File: config.mk
export PLATFORM = sky130hd
export DESIGN_NAME = prsi_reset_init
export DESIGN_NICKNAME = d
export VERILOG_FILES = /design/src/prsi_pkg.sv /design/src/prsi_fp_if.sv /design/src/prsi_fault_dec.sv /design/src/prsi_fpr_mem.sv /design/src/prsi_reset_init.sv
export VERILOG_INCLUDE_DIRS = /design/src
export SDC_FILE = /design/constraint.sdc
export NUM_CORES = 2
export LEC_CHECK = 0
export BUFFER_PORTS_ARGS = -buffer_cell sky130_fd_sc_hd__buf_4
export CAP_MARGIN = 20
export CORE_MARGIN = 4
export CORE_UTILIZATION = 51
export CTS_CLUSTER_DIAMETER = 80
export DETAILED_ROUTE_END_ITERATION = 6
export PLACE_DENSITY = 0.88
export SLEW_MARGIN = 30
export SYNTH_ARGS = -nofsm -noshare
export SYNTH_HDL_FRONTEND = slang
export SYNTH_SLANG_ARGS = --single-unit
File: constraint.sdc
create_clock -name CLOCK_I -period 3.23 [get_ports CLOCK_I]
set_input_delay 0.4845 -clock CLOCK_I [delete_from_list [all_inputs] [get_ports CLOCK_I]]
set_output_delay 0.4845 -clock CLOCK_I [all_outputs]
set_load 0.005 [all_outputs]
File: src/prsi_map.svh
// Fixed reset values, codes and selectors of the reset-state block.
`ifndef PRSI_MAP_SVH
`define PRSI_MAP_SVH
// Code segment and first fetch.
`define PRSI_CS_SEL_RST   16'hF000
`define PRSI_CS_BASE_RST  32'hFFFF_0000
`define PRSI_IP_RST       32'h0000_FFF0
`define PRSI_REAL_MASK    32'h000F_FFFF
// Attribute word is G, D/B, L, P, level[1:0], S, type[3:0].
`define PRSI_ATTR_CODE    11'h09A
`define PRSI_ATTR_DATA    11'h092
`define PRSI_ATTR_LDT     11'h082
`define PRSI_ATTR_TASK    11'h083
// Cache and x87 values.
`define PRSI_CD_RST       1'h1
`define PRSI_FP_CW_RST    16'h0040
`define PRSI_FP_SW_RST    16'h0000
`define PRSI_FP_TW_RST    16'h5555
`define PRSI_FP_CW_INIT   16'h037F
`define PRSI_FP_TW_INIT   16'hFFFF
`define PRSI_SIMD_CSR_RST 32'h0000_1F80
// Identify functions.
`define PRSI_IDFN_STD     32'h0000_0001
`define PRSI_IDFN_EXT     32'h8000_0001
// Selectors of the x87 access port.
`define PRSI_FPSEL_CW     3'h0
`define PRSI_FPSEL_SW     3'h1
`define PRSI_FPSEL_TW     3'h2
`define PRSI_FPSEL_ICS    3'h3
`define PRSI_FPSEL_IOFF   3'h4
`define PRSI_FPSEL_OPC    3'h5
`define PRSI_FPSEL_DDS    3'h6
`define PRSI_FPSEL_DOFF   3'h7
`endif

File: src/prsi_pkg.sv
// Types shared by the reset-state block.
package prsi_pkg;
  typedef enum logic [1:0] {SEQ_HARD, SEQ_WARM, SEQ_FETCH, SEQ_RUN} prsi_seq_type;
  typedef enum logic [2:0] {CLS_OTHER, CLS_X87, CLS_WAIT, CLS_MEDIA, CLS_SIMD,
                            CLS_SAVE, CLS_RESTORE} prsi_cls_type;
  typedef enum logic [2:0] {FLT_NONE, FLT_NO_DEVICE, FLT_FP_PENDING, FLT_BAD_OPCODE,
                            FLT_SIMD_FP} prsi_fault_type;
endpackage

File: src/prsi_fp_if.sv
// Links the core to the stack memory and to the fault decoder.
interface prsi_fp_if import prsi_pkg::*; #(parameter int W = 80);
  logic           clr;
  logic           wr;
  logic [2:0]     widx;
  logic [W-1:0]   wdata;
  logic [2:0]     ridx;
  logic [W-1:0]   rdata;
  prsi_cls_type   cls;
  logic           go;
  logic           mp;
  logic           em;
  logic           ne;
  logic           ts;
  logic           sse;
  logic           sxe;
  logic           x87_exc;
  logic           simd_exc;
  prsi_fault_type fault;
  logic           ferr;
  modport core (output clr, wr, widx, wdata, ridx, cls, go, mp, em, ne, ts, sse, sxe,
                x87_exc, simd_exc, input rdata, fault, ferr);
  modport mem (input clr, wr, widx, wdata, ridx, output rdata);
  modport dec (input cls, go, mp, em, ne, ts, sse, sxe, x87_exc, simd_exc,
               output fault, ferr);
endinterface

File: src/prsi_fault_dec.sv
// Decides which fault an x87, media or SIMD instruction raises.
module prsi_fault_dec import prsi_pkg::*; (
  // Core side.
  prsi_fp_if.dec m
);
  logic is_x87;
  logic is_wait;
  logic is_media;
  logic is_simd;
  logic is_save;
  logic nm_hit;
  logic ud_hit;
  logic mf_hit;
  logic xf_hit;

  // Class decode.
  assign is_x87   = m.cls == CLS_X87;
  assign is_wait  = m.cls == CLS_WAIT;
  assign is_media = m.cls == CLS_MEDIA;
  assign is_simd  = m.cls == CLS_SIMD;
  assign is_save  = (m.cls == CLS_SAVE) || (m.cls == CLS_RESTORE);

  // Fault conditions; no-device wins over bad opcode, then pending errors.
  assign nm_hit = m.go && ((is_wait && m.mp && m.ts) || (is_x87 && m.em));
  assign ud_hit = m.go && ((is_media && m.em) || (is_simd && (m.em || !m.sse)));
  assign mf_hit = m.go && (is_x87 || is_wait) && m.x87_exc && m.ne;
  assign xf_hit = m.go && is_simd && m.simd_exc && m.sxe;

  // Save and restore trap to no-device, other SIMD work to bad opcode.
  assign m.fault = (nm_hit || (m.go && is_save && m.em)) ? FLT_NO_DEVICE :
                   (ud_hit || (m.go && is_simd && m.simd_exc && !m.sxe)) ? FLT_BAD_OPCODE :
                   mf_hit ? FLT_FP_PENDING :
                   xf_hit ? FLT_SIMD_FP : FLT_NONE;
  // External error line when native reporting is off.
  assign m.ferr = m.go && !nm_hit && (is_x87 || is_wait) && m.x87_exc && !m.ne;
endmodule

File: src/prsi_fpr_mem.sv
// Stack register file; the low 64 bits of each entry hold the media state.
module prsi_fpr_mem #(
  parameter int DEPTH = 8
) (
  // Clock.
  input wire logic clk_i,
  // Core side.
  prsi_fp_if.mem   m
);
  logic [$bits(m.wdata)-1:0] mem_r [DEPTH];

  // Clear on hard reset only, else write; read data is registered.
  always_ff @(posedge clk_i)
  begin
    if (m.clr)
    begin
      for (int i = 0; i < DEPTH; i++)
        mem_r[i] <= '0;
    end
    else if (m.wr)
      mem_r[m.widx] <= m.wdata;
    m.rdata <= mem_r[m.ridx];
  end
endmodule

File: src/prsi_reset_init.sv
// Reset and warm-restart state of the core.
// Contract
// - Segment attributes reset to byte granular, 16-bit, legacy, present, level zero.
// - Type codes: code 1/1010, data 1/0010, local table 0/0010, task 0/0011.
// - Both restarts leave the core in 16-bit real mode.
// - Real mode base is selector shifted by four plus pointer, first megabyte.
// - Restart loads selector F000h, base FFFF0000h, pointer FFF0h.
// - Special base holds until software loads the code selector.
// - Id word holds revision 3:0, model 7:4 and extended model 19:16.
// - Id word holds family 11:8 and extended family 27:20.
// - Identify with function 1 or 8000_0001h returns the id word.
// - Hard reset only sets cache disable and invalidates caches.
// - Hard reset only clears the memory-type default register.
// - Warm restart leaves x87 state unchanged.
// - Hard reset sets x87 words 0040h, 0000h, 5555h, stack and pointers zero.
// - Reinit sets control 037Fh and tag FFFFh, keeps stack and media.
// - Wait with monitor and task switched bits raises no-device.
// - Soft trap bit makes x87 instructions raise no-device.
// - Native bit routes x87 errors to pending fault, else external line.
// - Hard reset clears media state, warm keeps it; trap bit gives bad opcode.
// - Trap bit: SIMD gives bad opcode, save and restore give no-device.
// - SIMD runs only with the sse enable bit set.
// - Simd exception enable routes SIMD errors to the simd fault.
`include "prsi_map.svh"
module prsi_reset_init import prsi_pkg::*; #(
  parameter logic [3:0] STEPPING    = 4'h0, // Arbitrary identity value.
  parameter logic [3:0] BASE_MODEL  = 4'h1, // Arbitrary identity value.
  parameter logic [3:0] EXT_MODEL   = 4'h0, // Arbitrary identity value.
  parameter logic [3:0] BASE_FAMILY = 4'h2, // Arbitrary identity value.
  parameter logic [7:0] EXT_FAMILY  = 8'h00, // Arbitrary identity value.
  parameter int         MT_W        = 12
) (
  // Clock and reset.
  input  wire logic             CLOCK_I,
  input  wire logic             RESET_I,
  // Warm restart pin.
  input  wire logic             INIT_I,
  // Sequencing.
  output logic                  CORE_READY_O,
  output logic                  FIRST_FETCH_O,
  output logic [31:0]           FETCH_ADDR_O,
  output logic                  REAL16_O,
  input  wire logic             PROT_EN_I,
  // Code segment and instruction pointer.
  input  wire logic             CS_LOAD_I,
  input  wire logic [15:0]      CS_SEL_I,
  input  wire logic             IP_LOAD_I,
  input  wire logic [31:0]      IP_I,
  output logic [15:0]           CS_SEL_O,
  output logic [31:0]           CS_BASE_O,
  output logic [31:0]           IP_O,
  // Hidden attributes.
  output logic [10:0]           CS_ATTR_O,
  output logic [10:0]           DATA_ATTR_O,
  output logic [10:0]           LDT_ATTR_O,
  output logic [10:0]           TASK_ATTR_O,
  // Identification.
  input  wire logic             ID_WR_I,
  input  wire logic [31:0]      ID_WDATA_I,
  output logic [31:0]           ID_RESULT_O,
  input  wire logic             IDENT_REQ_I,
  input  wire logic [31:0]      IDENT_FN_I,
  output logic                  IDENT_VALID_O,
  output logic [31:0]           IDENT_DATA_O,
  // Cache and memory type.
  input  wire logic             CD_WR_I,
  input  wire logic             CD_I,
  output logic                  CACHE_DIS_O,
  output logic                  CACHE_INVAL_O,
  input  wire logic             MT_WR_I,
  input  wire logic [MT_W-1:0]  MT_I,
  output logic [MT_W-1:0]       MT_DEF_O,
  // x87 words and pointers.
  input  wire logic             FP_REINIT_I,
  input  wire logic             FPU_WR_I,
  input  wire logic [2:0]       FPU_SEL_I,
  input  wire logic [31:0]      FPU_WDATA_I,
  output logic [31:0]           FPU_RDATA_O,
  // Stack and media registers.
  input  wire logic             FPR_WR_I,
  input  wire logic [2:0]       FPR_WIDX_I,
  input  wire logic [79:0]      FPR_WDATA_I,
  input  wire logic [2:0]       FPR_RIDX_I,
  output logic [79:0]           FPR_RDATA_O,
  // SIMD control and status.
  input  wire logic             SIMD_CSR_WR_I,
  input  wire logic [31:0]      SIMD_CSR_I,
  output logic [31:0]           SIMD_CSR_O,
  // Control bits.
  input  wire logic             MONITOR_COPROC_BIT_I,
  input  wire logic             SOFT_FP_TRAP_BIT_I,
  input  wire logic             FP_ERR_NATIVE_BIT_I,
  input  wire logic             TASK_SWITCHED_BIT_I,
  input  wire logic             SSE_ENABLE_BIT_I,
  input  wire logic             SIMD_EXC_ENABLE_BIT_I,
  // Instruction checks and faults.
  input  wire logic             INSN_VALID_I,
  input  wire logic [2:0]       INSN_CLASS_I,
  input  wire logic             X87_EXC_I,
  input  wire logic             SIMD_EXC_I,
  output logic                  FAULT_VALID_O,
  output logic [2:0]            FAULT_CODE_O,
  output logic                  FP_ERR_EXT_O
);
  // ----------------------------------------------------------------
  // Restart sampling and sequence
  // ----------------------------------------------------------------
  prsi_seq_type   seq_r;
  prsi_seq_type   seq_nxt;
  logic           init_s1_r;
  logic           init_s2_r;
  logic           init_s3_r;
  logic           warm_go;
  logic           run;
  logic           sw_ok;

  // Restart pin passes two flops, a third marks its rising edge.
  always_ff @(posedge CLOCK_I)
  begin
    if (RESET_I)
    begin
      init_s1_r <= 1'b0;
      init_s2_r <= 1'b0;
      init_s3_r <= 1'b0;
    end
    else
    begin
      init_s1_r <= INIT_I;
      init_s2_r <= init_s1_r;
      init_s3_r <= init_s2_r;
    end
  end

  // Warm restart request and software access window.
  assign warm_go = init_s2_r && !init_s3_r;
  assign run     = seq_r == SEQ_RUN;
  assign sw_ok   = run && !warm_go;

  // Next sequence state: restart values first, then one fetch cycle.
  always_comb
  begin
    case (seq_r)
      SEQ_HARD:  seq_nxt = SEQ_FETCH;
      SEQ_WARM:  seq_nxt = SEQ_FETCH;
      SEQ_FETCH: seq_nxt = SEQ_RUN;
      SEQ_RUN:   seq_nxt = SEQ_RUN;
      default:   seq_nxt = SEQ_HARD;
    endcase
    if (warm_go)
      seq_nxt = SEQ_WARM;
  end

  // Sequence register.
  always_ff @(posedge CLOCK_I)
  begin
    if (RESET_I)
      seq_r <= SEQ_HARD;
    else
      seq_r <= seq_nxt;
  end

  assign CORE_READY_O  = run;
  assign FIRST_FETCH_O = seq_r == SEQ_FETCH;

  // ----------------------------------------------------------------
  // Code segment, attributes and fetch address
  // ----------------------------------------------------------------
  logic [15:0] cs_sel_r;
  logic [31:0] cs_base_r;
  logic [31:0] ip_r;
  logic        special_r;
  logic        real16_r;
  logic [10:0] cs_attr_r;
  logic [10:0] data_attr_r;
  logic [10:0] ldt_attr_r;
  logic [10:0] task_attr_r;
  logic [31:0] fetch_sum;
  logic [31:0] fetch_addr_nxt;
  logic [31:0] fetch_addr_r;

  // Real mode base of a selector.
  function automatic logic [31:0] real_base(input logic [15:0] sel);
    real_base = {12'h000, sel, 4'h0};
  endfunction

  // Restart loads the special base; a software load returns to the shift rule.
  always_ff @(posedge CLOCK_I)
  begin
    if (RESET_I || warm_go)
    begin
      cs_sel_r    <= `PRSI_CS_SEL_RST;
      cs_base_r   <= `PRSI_CS_BASE_RST;
      ip_r        <= `PRSI_IP_RST;
      special_r   <= 1'b1;
      real16_r    <= 1'b1;
      cs_attr_r   <= `PRSI_ATTR_CODE;
      data_attr_r <= `PRSI_ATTR_DATA;
      ldt_attr_r  <= `PRSI_ATTR_LDT;
      task_attr_r <= `PRSI_ATTR_TASK;
    end
    else if (sw_ok)
    begin
      if (CS_LOAD_I)
      begin
        cs_sel_r  <= CS_SEL_I;
        cs_base_r <= real_base(CS_SEL_I);
        special_r <= 1'b0;
      end
      if (IP_LOAD_I)
        ip_r <= IP_I;
      if (PROT_EN_I)
        real16_r <= 1'b0;
    end
  end

  // Real mode wraps at one megabyte except under the special base.
  assign fetch_sum      = cs_base_r + ip_r;
  assign fetch_addr_nxt = (special_r || !real16_r) ? fetch_sum
                                                   : (fetch_sum & `PRSI_REAL_MASK);

  // Fetch address register.
  always_ff @(posedge CLOCK_I)
  begin
    fetch_addr_r <= fetch_addr_nxt;
  end

  assign FETCH_ADDR_O = fetch_addr_r;
  assign REAL16_O     = real16_r;
  assign CS_SEL_O     = cs_sel_r;
  assign CS_BASE_O    = cs_base_r;
  assign IP_O         = ip_r;
  assign CS_ATTR_O    = cs_attr_r;
  assign DATA_ATTR_O  = data_attr_r;
  assign LDT_ATTR_O   = ldt_attr_r;
  assign TASK_ATTR_O  = task_attr_r;

  // ----------------------------------------------------------------
  // Identification, cache and memory type
  // ----------------------------------------------------------------
  logic [31:0]     id_word;
  logic [31:0]     id_r;
  logic            ident_hit;
  logic            ident_valid_r;
  logic [31:0]     ident_data_r;
  logic            cd_r;
  logic            inval_r;
  logic [MT_W-1:0] mt_r;

  // Id word: ext family 27:20, ext model 19:16, family 11:8, model 7:4, revision 3:0.
  assign id_word   = {4'h0, EXT_FAMILY, EXT_MODEL, 4'h0, BASE_FAMILY, BASE_MODEL, STEPPING};
  assign ident_hit = (IDENT_FN_I == `PRSI_IDFN_STD) || (IDENT_FN_I == `PRSI_IDFN_EXT);

  // Id result register and identify answer.
  always_ff @(posedge CLOCK_I)
  begin
    if (RESET_I || warm_go)
      id_r <= id_word;
    else if (sw_ok && ID_WR_I)
      id_r <= ID_WDATA_I;
    ident_valid_r <= !RESET_I && sw_ok && IDENT_REQ_I;
    ident_data_r  <= ident_hit ? id_word : 32'h0000_0000;
  end

  // Cache disable, invalidate pulse and memory-type default; warm restart keeps them.
  always_ff @(posedge CLOCK_I)
  begin
    if (RESET_I)
    begin
      cd_r    <= `PRSI_CD_RST;
      inval_r <= 1'b1;
      mt_r    <= '0;
    end
    else
    begin
      inval_r <= 1'b0;
      if (sw_ok && CD_WR_I)
        cd_r <= CD_I;
      if (sw_ok && MT_WR_I)
        mt_r <= MT_I;
    end
  end

  assign ID_RESULT_O   = id_r;
  assign IDENT_VALID_O = ident_valid_r;
  assign IDENT_DATA_O  = ident_data_r;
  assign CACHE_DIS_O   = cd_r;
  assign CACHE_INVAL_O = inval_r;
  assign MT_DEF_O      = mt_r;

  // ----------------------------------------------------------------
  // x87, media and SIMD state
  // ----------------------------------------------------------------
  logic [15:0]    fp_cw_r;
  logic [15:0]    fp_sw_r;
  logic [15:0]    fp_tw_r;
  logic [15:0]    fp_ics_r;
  logic [31:0]    fp_ioff_r;
  logic [10:0]    fp_opc_r;
  logic [15:0]    fp_dds_r;
  logic [31:0]    fp_doff_r;
  logic [31:0]    fpu_rd_nxt;
  logic [31:0]    fpu_rd_r;
  logic [31:0]    simd_csr_r;
  prsi_fault_type fault_r;
  logic           ferr_r;

  // Hard reset sets the x87 words; warm restart leaves them; reinit resets two.
  always_ff @(posedge CLOCK_I)
  begin
    if (RESET_I)
    begin
      fp_cw_r    <= `PRSI_FP_CW_RST;
      fp_sw_r    <= `PRSI_FP_SW_RST;
      fp_tw_r    <= `PRSI_FP_TW_RST;
      fp_ics_r   <= '0;
      fp_ioff_r  <= '0;
      fp_opc_r   <= '0;
      fp_dds_r   <= '0;
      fp_doff_r  <= '0;
      simd_csr_r <= `PRSI_SIMD_CSR_RST;
    end
    else if (sw_ok)
    begin
      if (SIMD_CSR_WR_I)
        simd_csr_r <= SIMD_CSR_I;
      if (FP_REINIT_I)
      begin
        fp_cw_r <= `PRSI_FP_CW_INIT;
        fp_tw_r <= `PRSI_FP_TW_INIT;
      end
      else if (FPU_WR_I)
      begin
        case (FPU_SEL_I)
          `PRSI_FPSEL_CW:   fp_cw_r   <= FPU_WDATA_I[15:0];
          `PRSI_FPSEL_SW:   fp_sw_r   <= FPU_WDATA_I[15:0];
          `PRSI_FPSEL_TW:   fp_tw_r   <= FPU_WDATA_I[15:0];
          `PRSI_FPSEL_ICS:  fp_ics_r  <= FPU_WDATA_I[15:0];
          `PRSI_FPSEL_IOFF: fp_ioff_r <= FPU_WDATA_I;
          `PRSI_FPSEL_OPC:  fp_opc_r  <= FPU_WDATA_I[10:0];
          `PRSI_FPSEL_DDS:  fp_dds_r  <= FPU_WDATA_I[15:0];
          default:          fp_doff_r <= FPU_WDATA_I;
        endcase
      end
    end
  end

  // Read selection of the x87 words.
  always_comb
  begin
    case (FPU_SEL_I)
      `PRSI_FPSEL_CW:   fpu_rd_nxt = {16'h0000, fp_cw_r};
      `PRSI_FPSEL_SW:   fpu_rd_nxt = {16'h0000, fp_sw_r};
      `PRSI_FPSEL_TW:   fpu_rd_nxt = {16'h0000, fp_tw_r};
      `PRSI_FPSEL_ICS:  fpu_rd_nxt = {16'h0000, fp_ics_r};
      `PRSI_FPSEL_IOFF: fpu_rd_nxt = fp_ioff_r;
      `PRSI_FPSEL_OPC:  fpu_rd_nxt = {21'h000000, fp_opc_r};
      `PRSI_FPSEL_DDS:  fpu_rd_nxt = {16'h0000, fp_dds_r};
      default:          fpu_rd_nxt = fp_doff_r;
    endcase
  end

  prsi_fp_if #(.W(80)) fpi ();

  // Stack memory is cleared by hard reset only; reinit does not touch it.
  assign fpi.clr      = RESET_I;
  assign fpi.wr       = sw_ok && FPR_WR_I;
  assign fpi.widx     = FPR_WIDX_I;
  assign fpi.wdata    = FPR_WDATA_I;
  assign fpi.ridx     = FPR_RIDX_I;
  // Fault decoder inputs; checks apply only once the core runs.
  assign fpi.go       = run && INSN_VALID_I;
  assign fpi.cls      = prsi_cls_type'(INSN_CLASS_I);
  assign fpi.mp       = MONITOR_COPROC_BIT_I;
  assign fpi.em       = SOFT_FP_TRAP_BIT_I;
  assign fpi.ne       = FP_ERR_NATIVE_BIT_I;
  assign fpi.ts       = TASK_SWITCHED_BIT_I;
  assign fpi.sse      = SSE_ENABLE_BIT_I;
  assign fpi.sxe      = SIMD_EXC_ENABLE_BIT_I;
  assign fpi.x87_exc  = X87_EXC_I;
  assign fpi.simd_exc = SIMD_EXC_I;

  prsi_fpr_mem #(.DEPTH(8)) u_mem (
    .clk_i (CLOCK_I),
    .m     (fpi.mem)
  );

  prsi_fault_dec u_dec (
    .m (fpi.dec)
  );

  // Registered read data and fault report.
  always_ff @(posedge CLOCK_I)
  begin
    fpu_rd_r <= fpu_rd_nxt;
    fault_r  <= RESET_I ? FLT_NONE : fpi.fault;
    ferr_r   <= !RESET_I && fpi.ferr;
  end

  assign FPU_RDATA_O   = fpu_rd_r;
  assign FPR_RDATA_O   = fpi.rdata;
  assign SIMD_CSR_O    = simd_csr_r;
  assign FAULT_VALID_O = fault_r != FLT_NONE;
  assign FAULT_CODE_O  = fault_r;
  assign FP_ERR_EXT_O  = ferr_r;
endmodule

==> impl_metrics.env <==
export IMPL_finish_utilization=0.626
export IMPL_crit_required_ps=3720
export IMPL_grt_pass1_vias=31500
export IMPL_route_vias_total=30600
export IMPL_drt_wl_total_um=128000
export IMPL_synth_largest_area_cell="edfxtp_1"
export IMPL_grt_overflow_total=0
export IMPL_grt_pass1_wl_um=191000
export IMPL_synth_compound_area_frac=0.0532
export IMPL_fmax_ghz=0.347
export IMPL_netlist_area_mm2=0.0451
export IMPL_synth_mux_area_frac=0.111
export IMPL_r2r_slack_ps=340
export IMPL_grt_max_degree=209
export IMPL_cts_tree="yes"
export IMPL_synth_simple_gate_area_frac=0.163
export IMPL_die_x_um=305
export IMPL_first_iter_violations=2988
export IMPL_core_mm2=0.0873
export IMPL_ys_seq_elements=1078
export IMPL_drt_drc_violations_left=0
export IMPL_ios=691
export IMPL_yosysSeqAreaShare=0.621
export IMPL_nets=4479
export IMPL_antenna_found_initial=21
export IMPL_cts_htree_levels=3
export IMPL_hold_violations=0
export IMPL_clock_latency_ps=680
export IMPL_peakVddDrop_v=0.000550
export IMPL_rows=108
export IMPL_clock_sinks=1078
export IMPL_max_cap_violations=0
export IMPL_outcome="complete, no violations"
export IMPL_dr_pass1_iters=6
export IMPL_slew_violations=0
export IMPL_area_growth_pct=21.2
export IMPL_leakage_uw=0.0214
export IMPL_synth_cells=3588
export IMPL_power_density_mw_per_mm2=565
export IMPL_cts_buffer_depth=3
export IMPL_relSlewSlack=0.308
export IMPL_finalCriticalPeriod_ps=2890
export IMPL_hpwl_um=78700
export IMPL_portBuffers=611
export IMPL_whs_ps=37.1
export IMPL_clk_pin_slew_ps=70
export IMPL_r2r_start="CS_SEL_O[0]"
export IMPL_synthAdderAreaFrac=0.00794
export IMPL_synth_top_family_by_area="simple AND/OR/NAND/NOR gates"
export IMPL_yosys_area_share_xor_xnor=0.00427
export IMPL_cp_max_fo=5
export IMPL_finalSetupViolCount=0
export IMPL_crit_end="FETCH_ADDR_O[22]"
export IMPL_ys_async_sr_fraction=0
export IMPL_ff2ff_path_depth=9
export IMPL_min_period_over_period=0.893
export IMPL_ys_types=71
export IMPL_die_area_mm2=0.0932
export IMPL_skew_ps=55.7
export IMPL_drive_gt1_frac=0.274
export IMPL_critPathCaptureType="flop"
export IMPL_cts_resized=0
export IMPL_timing_setup_tns_ps=0
export IMPL_avgSynthCellArea_um2=12.6
export IMPL_min_path_type="input port to flop"
export IMPL_gp_congestion=0.907
export IMPL_synth_area_leaders="edfxtp_1, dfxtp_1, and2_1"
export IMPL_ant_nets=0
export IMPL_grt_usage=0.267
export IMPL_vias_per_cell=5.66
export IMPL_wl_per_cell_um=23.7
export IMPL_die_h_um=305
export IMPL_initial_core_util=0.517
export IMPL_yosys_warnings=0
export IMPL_crit_path_start_kind="flop"
export IMPL_synthFlopType="edfxtp_1"
export IMPL_crit_type="flop to flop"
export IMPL_cp_arrival_ps=3380
export IMPL_synth_edf_count=640
export IMPL_rsz0062_at_grt="false"
export IMPL_rr_endpoint="FETCH_ADDR_O[22]"
export IMPL_crit_start="CS_SEL_O[0]"
export IMPL_synth_top_area_frac=0.426
export IMPL_root_buffer="clkbuf_16"
export IMPL_tightestPinTransition_ps=1040
export IMPL_cts_buffers=106
kinds of logic after synthesis:
kind of cell / after synthesis
other cells: 2
xor+xnor: 22
simple gates: 1427
mux: 278
flops: 1078
compound gates: 409
fa+ha+maj: 28
buf+inv: 344
where the power goes:
group	internal [µW]	total, µW	switching [µW]
clock network	7750	13100	5360
registers	15100	15300	217
logic	1200	2510	1310
total	24000	30900	6880
repair_timing:
action,CTS,global route
hold endpoints to repair,14,0
hold buffers,14,0
setup buffers,0,0
routing by layer:
| layer | part of all wire | global-route usage |
|---|---|---|
| met5 | 0.00043 | 0 |
| met4 | 0.044 | 0.113 |
| met3 | 0.090 | 0.0615 |
| met2 | 0.51 | 0.459 |
| met1 | 0.36 | 0.325 |
placed cells by master, fill, tap and decap left out, types with 10 or more instances in the layout:
master         netlist  routed
a211oi_1            12      12
a21o_1              16      16
a21oi_1            274     274
a22o_1              20      20
and2_1             648     647
and3_1              10      10
buf_12               0      28
buf_4              112     662
bufinv_16            0      14
clkbuf_1           134      21
clkbuf_16            0     111
clkbuf_8             0      14
clkinv_2             0      23
conb_1               2      78
dfxtp_1            438     438
diode_2              0      19
dlygate4sd3_1        0      14
edfxtp_1           640     640
ha_1                27      27
mux2_2              91      91
mux2i_1             18      18
mux4_2             168     168
nand2_1            539     538
nand3_1             28      28
nand3b_1            16      16
nor2_1              97      90
nor2b_1             13      13
nor3_1              22      21
o21ai_0             22      22
xnor2_1             12      12
xor2_1              10      10
cells in the mapped netlist (9+ instances only):
master and n:
and2_1 648, edfxtp_1 640, nand2_1 539, dfxtp_1 438
a21oi_1 274, mux4_2 168, clkbuf_1 134, buf_4 112
nor2_1 97, mux2_2 91, clkbuf_2 40, nand3_1 28
ha_1 27, buf_2 26, buf_1 22, nor3_1 22
o21ai_0 22, a22o_1 20, mux2i_1 18, a21o_1 16
nand3b_1 16, nor2b_1 13, a211oi_1 12, xnor2_1 12
and3_1 10, xor2_1 10, nand2b_1 9, nor4_1 9
or2_2 9
state kept, by name, indices dropped and copies added, names as in the netlist, 11 cells and up:
register	flops
IP_O	32
fp_opc_r	11
u_mem.mem_r	640
CS_SEL_O	15
fp_dds_r	16
FETCH_ADDR_O	32
fp_tw_r	16
FPU_RDATA_O	32
SIMD_CSR_O	32
fp_ics_r	16
fp_cw_r	16
fp_doff_r	32
ID_RESULT_O	32
u_mem.m.rdata	80
fp_sw_r	16
fp_ioff_r	32
MT_DEF_O	12
cell type report:
class | count | area [µm²]
fillers | 6224 | 32600
flip-flops and latches | 1078 | 28000
multi-input cells | 2242 | 15700
repair buffers | 709 | 5730
clock buffers | 146 | 3050
well taps | 1155 | 1450
clock inverters | 55 | 679
diodes | 19 | 47.5
inverters | 10 | 37.5
stage by stage:
stage | cells | worst slack (ps) | power [µW] | cell area (µm²)
2_1_floorplan | 3664 | 133 | 16800 | 45400
5_1_grt | 5407 | 260 | 31800 | 54600
4_1_cts | 5395 | 436 | 31000 | 54600
3_3_place_gp | 5179 | 446 | 18000 | 50700
3_5_place_dp | 5180 | 431 | 18000 | 50700
6_report | 5414 | 345 | 30900 | 54700
worst min path at each step:
stage                   startpoint              end  slack, ps  depth (start not counted)
6_report            SIMD_CSR_I[12]   SIMD_CSR_O[12]         40                          3
5_1_grt        FP_ERR_NATIVE_BIT_I     FP_ERR_EXT_O         10                          2
4_1_cts             ID_WDATA_I[31]  ID_RESULT_O[31]          2                          3
3_5_place_dp               IP_O[0]  FETCH_ADDR_O[0]        360                          0
3_3_place_gp               IP_O[0]  FETCH_ADDR_O[0]        360                          0
2_1_floorplan              IP_O[0]  FETCH_ADDR_O[0]        350                          0
critical path, cell delays in order (launching register included):
cell and delay (ps):
dfxtp_1 340, ha_1 230, fa_1 460, a21o_1 260, a221oi_2 470, a2bb2oi_1 330, nand3b_1 170, a21oi_1 190
xor2_1 170, nor2_1 60
(Power assumes the default switching activity.)
